==> config.mk <==
export PLATFORM = sky130hd
export DESIGN_NAME = ivp_controller
export DESIGN_NICKNAME = d
export VERILOG_FILES = /design/src/rtl/ivp_pkg.sv /design/src/rtl/ivp_source_cell.sv /design/src/rtl/ivp_winner_select.sv /design/src/rtl/ivp_controller.sv
export SDC_FILE = /design/constraint.sdc
export NUM_CORES = 2
export LEC_CHECK = 0
export BUFFER_PORTS_ARGS = -buffer_cell sky130_fd_sc_hd__buf_2
export CORE_UTILIZATION = 35
export DETAILED_ROUTE_END_ITERATION = 8
export GPL_TIMING_DRIVEN = 0
export PLACE_DENSITY_LB_ADDON = 0.05
export SLEW_MARGIN = 20
export SYNTH_ARGS = -nofsm -noshare
export SYNTH_HDL_FRONTEND = slang
export SYNTH_SLANG_ARGS = --single-unit
==> constraint.sdc <==
create_clock -name clk -period 456.8 [get_ports clk]
set_input_delay 0 -clock clk [delete_from_list [all_inputs] [get_ports clk]]
set_output_delay 0 -clock clk [all_outputs]
set_load 0.05 [all_outputs]
==> src/rtl/ivp_pkg.sv <==
// shared constants and carrier types for the vectored interrupt prioritizer
package ivp_pkg;
    // ------------------------------------------------------------
    // table geometry
    // ------------------------------------------------------------
    localparam int NUM_TRAP = 8;
    localparam int NUM_IRQ = 118;
    localparam int NUM_VEC = 126;
    localparam int VEC_W = 7;
    localparam int LVL_W = 4;
    localparam int PRI_W = 3;
    localparam int ADDR_W = 24;
    localparam logic [23:0] PRIMARY_TABLE_BASE = 24'h000004;
    localparam logic [23:0] ALT_TABLE_BASE = 24'h000104;
    localparam logic [23:0] RESET_FETCH_ADDR = 24'h000000;
    localparam logic [3:0] TRAP_LEVEL = 4'h8;
    // ------------------------------------------------------------
    // register map (byte offsets)
    // ------------------------------------------------------------
    localparam int PADDR_W = 12;
    localparam logic [11:0] OFS_CTRL = 12'h000;
    localparam logic [11:0] OFS_STATUS = 12'h004;
    localparam logic [11:0] OFS_TRAP = 12'h008;
    localparam logic [11:0] OFS_FLAG = 12'h010;
    localparam logic [11:0] OFS_ENABLE = 12'h020;
    localparam logic [11:0] OFS_PRIORITY = 12'h040;
    localparam int FLAG_WORDS = 4;
    localparam int PRI_WORDS = 15;
    localparam int PRI_PER_WORD = 8;
    localparam int PRI_NIB = 4;
    // ------------------------------------------------------------
    // field positions
    // ------------------------------------------------------------
    localparam int CTRL_ALT_BIT = 15;
    localparam int CTRL_IPL_LSB = 5;
    localparam int CTRL_TOP_BIT = 8;
    localparam int STAT_LVL_LSB = 8;
    // ------------------------------------------------------------
    // carriers
    // ------------------------------------------------------------
    typedef struct packed {
        logic psel;
        logic penable;
        logic pwrite;
        logic [11:0] paddr;
        logic [31:0] pwdata;
    } ivp_apb_req_t;
    typedef struct packed {
        logic req;
        logic [6:0] vec_num;
        logic [23:0] vec_addr;
        logic [3:0] level;
    } ivp_core_req_t;
endpackage : ivp_pkg

==> src/rtl/ivp_source_cell.sv <==
// one interrupt source: sticky request flag, enable and priority field
`timescale 1ns/1ps
module ivp_source_cell (
    input wire logic clk,
    input wire logic rst,
    input wire logic irq_in,
    input wire logic flag_we,
    input wire logic flag_wval,
    input wire logic en_we,
    input wire logic en_wval,
    input wire logic pri_we,
    input wire logic [2:0] pri_wval,
    output logic flag_r,
    output logic en_r,
    output logic [2:0] pri_r
);
    // hardware set beats a software write of zero in the same cycle
    always_ff @(posedge clk) begin
        if (rst) begin
            flag_r <= 1'b0;
        end else begin
            flag_r <= irq_in | (flag_we ? flag_wval : flag_r);
        end
    end

    always_ff @(posedge clk) begin
        if (rst) begin
            en_r <= 1'b0;
        end else if (en_we) begin
            en_r <= en_wval;
        end
    end

    always_ff @(posedge clk) begin
        if (rst) begin
            pri_r <= 3'h0;
        end else if (pri_we) begin
            pri_r <= pri_wval;
        end
    end
endmodule : ivp_source_cell

==> src/rtl/ivp_winner_select.sv <==
// combinational search for the highest-level pending vector
`timescale 1ns/1ps
module ivp_winner_select (
    input wire logic [ivp_pkg::NUM_VEC-1:0] eligible,
    input wire logic [ivp_pkg::NUM_VEC*ivp_pkg::LVL_W-1:0] levels,
    output logic found,
    output logic [ivp_pkg::VEC_W-1:0] win_vec,
    output logic [ivp_pkg::LVL_W-1:0] win_lvl
);
    import ivp_pkg::*;

    // strict compare while scanning upward: equal levels keep the lower vector
    always_comb begin
        found = 1'b0;
        win_vec = '0;
        win_lvl = '0;
        for (int i = 0; i < NUM_VEC; i++) begin
            if (eligible[i] && levels[i*LVL_W +: LVL_W] > win_lvl) begin
                found = 1'b1;
                win_vec = VEC_W'(i);
                win_lvl = levels[i*LVL_W +: LVL_W];
            end
        end
    end
endmodule : ivp_winner_select

==> src/rtl/ivp_controller.sv <==
// vectored interrupt prioritizer with apb register access
`timescale 1ns/1ps
module ivp_controller (
    input wire logic clk,
    input wire logic rst,
    input wire ivp_pkg::ivp_apb_req_t apb_req,
    output logic pready,
    output logic [31:0] prdata,
    output logic pslverr,
    input wire logic [ivp_pkg::NUM_IRQ-1:0] irq_in,
    input wire logic [ivp_pkg::NUM_TRAP-1:0] trap_in,
    input wire logic cpu_priority_top_bit,
    output ivp_pkg::ivp_core_req_t core_req
);
    import ivp_pkg::*;

    // ------------------------------------------------------------
    // bus decode
    // ------------------------------------------------------------
    logic setup_phase;
    logic wr_commit;
    logic hit_ctrl;
    logic hit_status;
    logic hit_trap;
    logic hit_flag;
    logic hit_enable;
    logic hit_pri;
    logic [11:0] flag_rel;
    logic [11:0] en_rel;
    logic [11:0] pri_rel;
    logic [1:0] flag_idx;
    logic [1:0] en_idx;
    logic [3:0] pri_idx;

    assign setup_phase = apb_req.psel & ~apb_req.penable;
    assign wr_commit = apb_req.psel & apb_req.penable & pready & apb_req.pwrite;
    assign flag_rel = apb_req.paddr - OFS_FLAG;
    assign en_rel = apb_req.paddr - OFS_ENABLE;
    assign pri_rel = apb_req.paddr - OFS_PRIORITY;
    assign flag_idx = flag_rel[3:2];
    assign en_idx = en_rel[3:2];
    assign pri_idx = pri_rel[5:2];
    assign hit_ctrl = apb_req.paddr == OFS_CTRL;
    assign hit_status = apb_req.paddr == OFS_STATUS;
    assign hit_trap = apb_req.paddr == OFS_TRAP;
    assign hit_flag = apb_req.paddr >= OFS_FLAG && apb_req.paddr < OFS_ENABLE && apb_req.paddr[1:0] == 2'h0;
    assign hit_enable = apb_req.paddr >= OFS_ENABLE && en_rel < 12'(FLAG_WORDS * 4) && apb_req.paddr[1:0] == 2'h0;
    assign hit_pri = apb_req.paddr >= OFS_PRIORITY && pri_rel < 12'(PRI_WORDS * 4) && apb_req.paddr[1:0] == 2'h0;

    // ------------------------------------------------------------
    // control and trap state
    // ------------------------------------------------------------
    logic alt_table_select_r;
    logic [2:0] cpu_priority_level_r;
    logic [NUM_TRAP-1:0] trap_flag_r;
    logic [VEC_W-1:0] pending_vector_number_r;
    logic [LVL_W-1:0] pending_priority_level_r;

    always_ff @(posedge clk) begin
        if (rst) begin
            alt_table_select_r <= 1'b0;
            cpu_priority_level_r <= 3'h0;
        end else if (wr_commit && hit_ctrl) begin
            alt_table_select_r <= apb_req.pwdata[CTRL_ALT_BIT];
            cpu_priority_level_r <= apb_req.pwdata[CTRL_IPL_LSB +: 3];
        end
    end

    // traps ignore the enables and are masked only by the core's top level bit; write one to clear, a new trap wins over it
    always_ff @(posedge clk) begin
        if (rst) begin
            trap_flag_r <= '0;
        end else if (wr_commit && hit_trap) begin
            trap_flag_r <= trap_in | (trap_flag_r & ~apb_req.pwdata[NUM_TRAP-1:0]);
        end else begin
            trap_flag_r <= trap_in | trap_flag_r;
        end
    end

    // ------------------------------------------------------------
    // per-source cells
    // ------------------------------------------------------------
    logic [NUM_IRQ-1:0] flag;
    logic [NUM_IRQ-1:0] enable;
    logic [32*FLAG_WORDS-1:0] flag_pad;
    logic [32*FLAG_WORDS-1:0] enable_pad;
    logic [32*PRI_WORDS-1:0] pri_flat;
    logic [NUM_VEC-1:0] eligible;
    logic [NUM_VEC*LVL_W-1:0] levels;

    assign flag_pad = {{(32 * FLAG_WORDS - NUM_IRQ){1'b0}}, flag};
    assign enable_pad = {{(32 * FLAG_WORDS - NUM_IRQ){1'b0}}, enable};

    genvar t;
    generate
        for (t = 0; t < NUM_TRAP; t++) begin : g_trap
            assign eligible[t] = trap_flag_r[t];
            assign levels[t*LVL_W +: LVL_W] = TRAP_LEVEL;
        end
    endgenerate

    genvar s;
    generate
        for (s = 0; s < NUM_IRQ; s++) begin : g_src
            localparam int W = s / 32;
            localparam int B = s % 32;
            localparam int PW = s / PRI_PER_WORD;
            localparam int PB = (s % PRI_PER_WORD) * PRI_NIB;
            logic [2:0] pri;
            ivp_source_cell u_cell (
                .clk(clk),
                .rst(rst),
                .irq_in(irq_in[s]),
                .flag_we(wr_commit && hit_flag && flag_idx == 2'(W)),
                .flag_wval(apb_req.pwdata[B]),
                .en_we(wr_commit && hit_enable && en_idx == 2'(W)),
                .en_wval(apb_req.pwdata[B]),
                .pri_we(wr_commit && hit_pri && pri_idx == 4'(PW)),
                .pri_wval(apb_req.pwdata[PB +: PRI_W]),
                .flag_r(flag[s]),
                .en_r(enable[s]),
                .pri_r(pri)
            );
            assign pri_flat[s*PRI_NIB +: PRI_NIB] = {1'b0, pri};
            // request number s sits at vector s + 8
            assign eligible[NUM_TRAP + s] = flag[s] & enable[s];
            assign levels[(NUM_TRAP + s)*LVL_W +: LVL_W] = {1'b0, pri};
        end
        for (s = NUM_IRQ * PRI_NIB; s < 32 * PRI_WORDS; s++) begin : g_pad
            assign pri_flat[s] = 1'b0;
        end
    endgenerate

    // ------------------------------------------------------------
    // arbitration and core request
    // ------------------------------------------------------------
    logic found;
    logic [VEC_W-1:0] win_vec;
    logic [LVL_W-1:0] win_lvl;
    logic [LVL_W-1:0] cpu_level;
    logic [23:0] table_base;
    logic [23:0] win_addr;

    ivp_winner_select u_sel (
        .eligible(eligible),
        .levels(levels),
        .found(found),
        .win_vec(win_vec),
        .win_lvl(win_lvl)
    );

    assign cpu_level = {cpu_priority_top_bit, cpu_priority_level_r};
    assign table_base = alt_table_select_r ? ALT_TABLE_BASE : PRIMARY_TABLE_BASE;
    // two bytes of program address per vector slot
    assign win_addr = table_base + {16'h0000, win_vec, 1'b0};

    // single registered stage: constant latency from flag to request
    always_ff @(posedge clk) begin
        if (rst) begin
            core_req <= '0;
        end else begin
            core_req.req <= found && win_lvl > cpu_level;
            core_req.vec_num <= win_vec;
            core_req.vec_addr <= win_addr;
            core_req.level <= win_lvl;
        end
    end

    always_ff @(posedge clk) begin
        if (rst) begin
            pending_vector_number_r <= '0;
            pending_priority_level_r <= '0;
        end else begin
            pending_vector_number_r <= found ? win_vec : '0;
            pending_priority_level_r <= found ? win_lvl : '0;
        end
    end

    // ------------------------------------------------------------
    // read path: data captured in setup, zero-wait access phase
    // ------------------------------------------------------------
    logic [31:0] rd_word;
    logic rd_hit;

    always_comb begin
        rd_word = 32'h00000000;
        rd_hit = 1'b1;
        if (hit_ctrl) begin
            rd_word[CTRL_ALT_BIT] = alt_table_select_r;
            rd_word[CTRL_TOP_BIT] = cpu_priority_top_bit;
            rd_word[CTRL_IPL_LSB +: 3] = cpu_priority_level_r;
        end else if (hit_status) begin
            rd_word[VEC_W-1:0] = pending_vector_number_r;
            rd_word[STAT_LVL_LSB +: LVL_W] = pending_priority_level_r;
        end else if (hit_trap) begin
            rd_word[NUM_TRAP-1:0] = trap_flag_r;
        end else if (hit_flag) begin
            rd_word = flag_pad[flag_idx*32 +: 32];
        end else if (hit_enable) begin
            rd_word = enable_pad[en_idx*32 +: 32];
        end else if (hit_pri) begin
            rd_word = pri_flat[pri_idx*32 +: 32];
        end else begin
            rd_hit = 1'b0;
        end
    end

    always_ff @(posedge clk) begin
        if (rst) begin
            pready <= 1'b0;
            prdata <= 32'h00000000;
            pslverr <= 1'b0;
        end else if (setup_phase) begin
            pready <= 1'b1;
            prdata <= apb_req.pwrite ? 32'h00000000 : rd_word;
            pslverr <= ~rd_hit;
        end else begin
            pready <= 1'b0;
            pslverr <= 1'b0;
        end
    end
endmodule : ivp_controller

==> After elaboration in Yosys (flattened, before gate mapping) <==
Index checks and enable logic that the tools add are counted.
{ "word_totals": {"ff_bits": 683, "inputBits": 176, "output_inout_bits": 70} }
{ "op_classes": {"n_addsub": 4, "magnitude_cmp": 132, "n_eq_ne": 22, "shift": 3, "muxes": 519, "bitwise": 248, "n_reduce_logical": 167} }
{ "ops": {"columns": ["op", "count"], "rows": [
  ["$mux W4", 136],
  ["$shiftx A480 B10 Y32", 1],
  ["$gt A3 B4 Y1", 118],
  ["$mux W7", 63],
  ["$shiftx A128 B8 Y32", 2],
  ["$mux W1", 254],
  ["$mux W6", 33],
  ["$logic_and A1 B1 Y1", 160],
  ["$mux W32", 4],
  ["$and A1 B1 Y1", 122],
  ["$or A1 B1 Y1", 118],
  ["$mux W5", 17],
  ["$eq A4 B4 Y1 const B", 7],
  ["$gt A4 B4 Y1 const A", 7],
  ["$lt A12 B6 Y1 const B", 2],
  ["$mux W24", 1],
  ["$mux W20", 1],
  ["$eq A4 B3 Y1 const B", 4],
  ["$mux W16", 1],
  ["$mux W8", 2],
  ["$or A8 B8 Y8", 2],
  ["$eq A12 B3 Y1 const B", 1],
  ["$eq A12 B4 Y1 const B", 1],
  ["$ge A12 B5 Y1 const B", 1],
  ["other kinds (22)", 37]
]} }

==> Depth between registers and ports, before layout <==
{ "depth": {"ltp_word": 378, "depth_mapped": 915, "mapped_depth_nobuf": 879} }

==> By module <==
From an unflattened synthesis, not the netlist that was laid out.
{ "unflattened": {"hier_cells": 7317, "area_unflattened_um2": 60688.2} }
{ "by_module_without_submodules": {"columns": ["mod", "instances", "cells_each", "area_each_um2"], "rows": [
  ["ivp_winner_select", 1, 4475, 31336.3],
  ["ivp_source_cell", 118, 16, 173.9],
  ["ivp_controller", 1, 954, 8829.7]
]} }

==> Least setup slack after synthesis <==
No wires, ideal clock.
{ "synth_path": {"path_kind": "register to register", "start": "register trap_flag_r[2]", "end": "register core_req[10] (netlist bit)", "setup_ns": 0.128, "arrival_time_ns": 157.273, "path_slack_ns": 299.399, "stages_incl_launch_ff": 812, "n_path_buf": 38, "path_cell_list": "dfxtp_1 or4_4 nor2_4 buf_12 buf_8 buf_2 buf_6 clkbuf_8 clkbuf_8 clkbuf_8 buf_6 clkbuf_1 clkbuf_8 clkbuf_1 clkbuf_1 buf_1 clkbuf_8 buf_6 [776 not listed] or3_1 a211oi_1 a221o_1 o311a_1 buf_2 mux2i_1 ha_1 nor2b_1 o21ai_0 or2b_2 and3_2 bufbuf_8 nor2_1 nand4b_1 nor3_1 and3b_1 mux2i_1 nor2_1"} }
{ "synth_between": {"elab_chain_cells": 372, "word_cells_on_any_way": 495, "classes_between": "add/sub (1); order compare (123); mux (247); reduce/logical (124)"} }
{ "synth_lines": {"columns": ["item", "line_no", "text"], "rows": [
  ["start: declaration", "ivp_controller.sv:55", "logic [NUM_TRAP-1:0] trap_flag_r;"],
  ["start signal: assignment", "ivp_controller.sv:74", "trap_flag_r <= trap_in | (trap_flag_r & ~apb_req.pwdata[NUM_TRAP-1:0]);"],
  ["start signal: assignment", "ivp_controller.sv:76", "trap_flag_r <= trap_in | trap_flag_r;"],
  ["$logic_and A1 B1 Y1 (*)", "ivp_winner_select.sv:18", "if (eligible[i] && levels[i*LVL_W +: LVL_W] > win_lvl) begin"],
  ["$mux W4", "ivp_winner_select.sv:18", null],
  ["$gt A4 B4 Y1", "ivp_winner_select.sv:18", null],
  ["$logic_and A1 B1 Y1", "ivp_winner_select.sv:18", null],
  ["$mux W4", "ivp_winner_select.sv:18", null],
  ["$gt A4 B4 Y1", "ivp_winner_select.sv:18", null],
  ["$logic_and A1 B1 Y1", "ivp_winner_select.sv:18", null],
  ["$mux W4", "ivp_winner_select.sv:18", null],
  ["[356 not listed]", null, null],
  ["$mux W4", "ivp_winner_select.sv:18", null],
  ["$gt A3 B4 Y1", "ivp_winner_select.sv:18", null],
  ["$logic_and A1 B1 Y1", "ivp_winner_select.sv:18", null],
  ["$mux W4", "ivp_winner_select.sv:18", null],
  ["$gt A3 B4 Y1", "ivp_winner_select.sv:18", null],
  ["$logic_and A1 B1 Y1", "ivp_winner_select.sv:18", null],
  ["$mux W7 (*)", "ivp_winner_select.sv:18", null],
  ["$add A9 B8 Y10 (*)", "ivp_controller.sv:155", "assign win_addr = table_base + {16'h0000, win_vec, 1'b0};"],
  ["end: declaration", "ivp_controller.sv:13", "output ivp_pkg::ivp_core_req_t core_req"]
]} }
Every way passes the cells marked *; elsewhere a longest branch is shown, timed or not.
A chain may end at the register's enable or synchronous reset.

==> impl_metrics.ini <==
[min_path]
min_path_cells = 4
hold_path.startpoint = irq_in[110]
min_path_type = in2reg
hold_end = g_src[110].u_cell.flag_r$_SDFF_PP0_

[yosys]
synth.mux.area_fraction = 0.0953
netlist_instances = 6695
synth_top_family_by_area = simple AND/OR/NAND/NOR gates
ys_warn_count = 0
synthAdderAreaFrac = 0.0756
synth_edf_count = 0
yosysSeqAreaShare = 0.268
ys_seq_elements = 667
synthSimpleGateAreaFrac = 0.240
synth_most_common_cell = nand2_1
synth-compound-area-share = 0.240
ys_async_sr_fraction = 0
yosysTopAreaCell = dfxtp_1
synth_common_cells = nand2_1 (1521), a21oi_1 (764), dfxtp_1 (667)
synth_xor_xnor_area_share = 0.00810
synth.distinct_cells = 157
synth_area_sq_mm = 0.0497
yosys-top-cells-area = dfxtp_1 (27%), nand2_1 (11%), a21oi_1 (7.7%)
synth_area_per_cell_sq_um = 7.43
synth_ff_type = dfxtp_1
synth_top_area_frac = 0.268

[pwr]
p_per_area_mw_per_mm2 = 2.53
power_frac_comb = 0.110
ir_drop_v = 0.00000299
p_total_mw = 0.149
p_switching_mw = 0.0446
p_leak_nw = 22.2
clockPowerShare = 0.477
p_int_mw = 0.104
swShare = 0.300
seqPwrFrac = 0.413

[setup_path]
crit_type = reg2reg
critical_path_required_ns = 457.34
reg2reg_to = core_req[35]$_SDFF_PP0_
cp_slowest_stage_delay_ns = 0.83
cp.arrival_ns = 197.30
crit_start = trap_flag_r[2]$_SDFF_PP0_
path_max_fanout = 10
start_kind = flop
r2r_slack_ns = 260.04
reg2reg_depth = 807
end_kind = flop
crit_top_cell = ha_1
cp_slowest_cell = a311oi_1
reg2reg_from = trap_flag_r[2]$_SDFF_PP0_

[cts]
cts_buffer_depth = 3
clock-sinks = 667
cts_tree = done
root_buffer = clkbuf_16
post_cts_resized = 0
cts_buffers = 84
htree_levels = 3
insertion_delay_ns = 0.76
clk_transition_reported_paths_ns = 0.06

[place]
io_buffer_count = 213
dp_hpwl_mm = 263
dp.cells = 8814
place.gp.congestion = 1.07
placed_area_sq_mm = 0.0536

[timing]
fmax_ghz = 0.00508
hold_viol_final = 0
rsz0062_at_grt = no
setup-violations-final = 0
worst_pin_slew_ns = 1.35
final.period_utilization = 0.431
finalClockSkew_ns = 0.0490
fin_crit_ns = 196.76
slew_viol_final = 0
slew_headroom = 0.0976
timing.hold.ws_ns = 0.0325
setup_tns_ns = 0

[route]
routed_via_density = 6.27
drc_errors = 0
firstDrtPassIters = 7
met3_length_mm = 38.4
wl_met2_mm = 128
wire_per_inst_um = 35.4
num_vias = 57860
wl_mm = 326
drt_iter0_markers = 8149
ant_nets = 0
highest_layer = met5
wl_met1_mm = 135

[grt]
grt_usage = 0.441
grt_pass1_vias = 51236
antenna_found_initial = 64
grt_max_degree = 13
grt_pass1_wl_mm = 433
gr-total-overflow = 0

[cells_and_area]
fin_nets = 7721
ff_latch_area_sq_mm = 0.0134
fillers = 14780
post-route-cell-area_sq_mm = 0.0589
syn_to_final_growth_pct = 18.3
multi_input_area_sq_mm = 0.0330
drive_above_1_share = 0.122
finalNonFillerCells = 9225

[die]
dieArea_sq_mm = 0.144
die_w_um = 379
num_rows = 137
start_util = 0.355
fp.dieH_um = 379
io_pins = 246
core_sq_mm = 0.140

[outcome]
status = finished, final reports clean

[flow_run]
max_cap_violations = 0
## critical path: cells and delay by family (launching register included)
kind            cells  cell delay (ns)
compound gates    346            94.27
fa+ha+maj         156            43.87
buf+inv            92            17.23
flops               1             0.44
mux                47            16.28
simple gates      286            52.03
## metal layers
metal	GRT usage	vias up
met1	0.599	28425
li1	-	24913
met3	0.116	778
met2	0.615	3708
met5	0	-
met4	0.274	36
## logic make-up after synthesis
group / count (synthesis)
and+or+nand+nor: 2695
AOI/OAI and AO/OA: 1855
buffers and inverters: 830
DFF: 667
adders and majority gates: 305
muxes: 296
xor gates and xnor gates: 46
other: 1
## timing repair
item,in CTS,in global routing
buffers inserted,0,0
hold endpoints to repair,279,0
hold buffers,239,0
## cell usage in the layout, fill, tap and decap left out, drive strengths merged, types with 99 or more instances in the layout
cell type	netlist	layout
dlygate4sd3	0	239
inv	439	443
nor3	99	99
mux4	133	133
buf	66	292
a21oi	769	769
a31oi	168	168
dfxtp	667	667
o21ai	237	237
mux2i	103	103
nor2	435	435
ha	282	282
nand2	1522	1522
nand3	162	162
clkbuf	322	443
## sequential cells by signal, indices dropped and copies added, names as in the netlist, 3 cells and up
signal and cells:
g_src.u_cell.pri_r 354, g_src.u_cell.en_r 118, g_src.u_cell.flag_r 118, prdata 32
core_req 20, trap_flag_r 8, pending_vector_number_r 7, pending_priority_level_r 4
cpu_priority_level_r 3
## layout make-up
cell class / instances / share of cell area
Buffer: 391 / 0.0339
Timing Repair Buffer: 467 / 0.0633
Clock inverter: 29 / 0.00644
Sequential cell: 667 / 0.227
Multi-Input combinational cell: 5213 / 0.560
Inverter: 439 / 0.0280
Clock buffer: 119 / 0.0407
Tap cell: 1876 / 0.0399
Antenna cell: 24 / 0.00102
## how the worst max path moves through the flow
stage / to / slack [ns] / cells after the start
after global routing: core_req[35]$_SDFF_PP0_ / 246.49 / 924
final: core_req[35]$_SDFF_PP0_ / 260.04 / 927
after global placement: core_req[35]$_SDFF_PP0_ / 263.74 / 1187
after detailed placement: core_req[35]$_SDFF_PP0_ / 263.33 / 944
after floorplan: core_req[10]$_SDFF_PP0_ / 299.40 / 1190
after CTS: core_req[35]$_SDFF_PP0_ / 262.56 / 926
## power by group through the flow
| stage | sequential (mW) | combinational [mW] | clock, mW |
|---|---|---|---|
| floorplan | 0.0610 | 0.00581 | 0 |
| global placement | 0.0624 | 0.0134 | 0 |
| finish | 0.0613 | 0.0164 | 0.0709 |
| detailed placement | 0.0624 | 0.0137 | 0 |
| CTS | 0.0611 | 0.0155 | 0.0704 |
| global route | 0.0611 | 0.0162 | 0.0725 |
## through the flow
stage          setup slack (ns)   util
4_1_cts                  262.56  0.419
3_3_place_gp             263.74  0.379
5_1_grt                  246.49  0.419
6_report                 260.04  0.420
2_1_floorplan            299.40      -
3_5_place_dp             263.33  0.382
No activity file was read; power rests on OpenSTA's default activity.
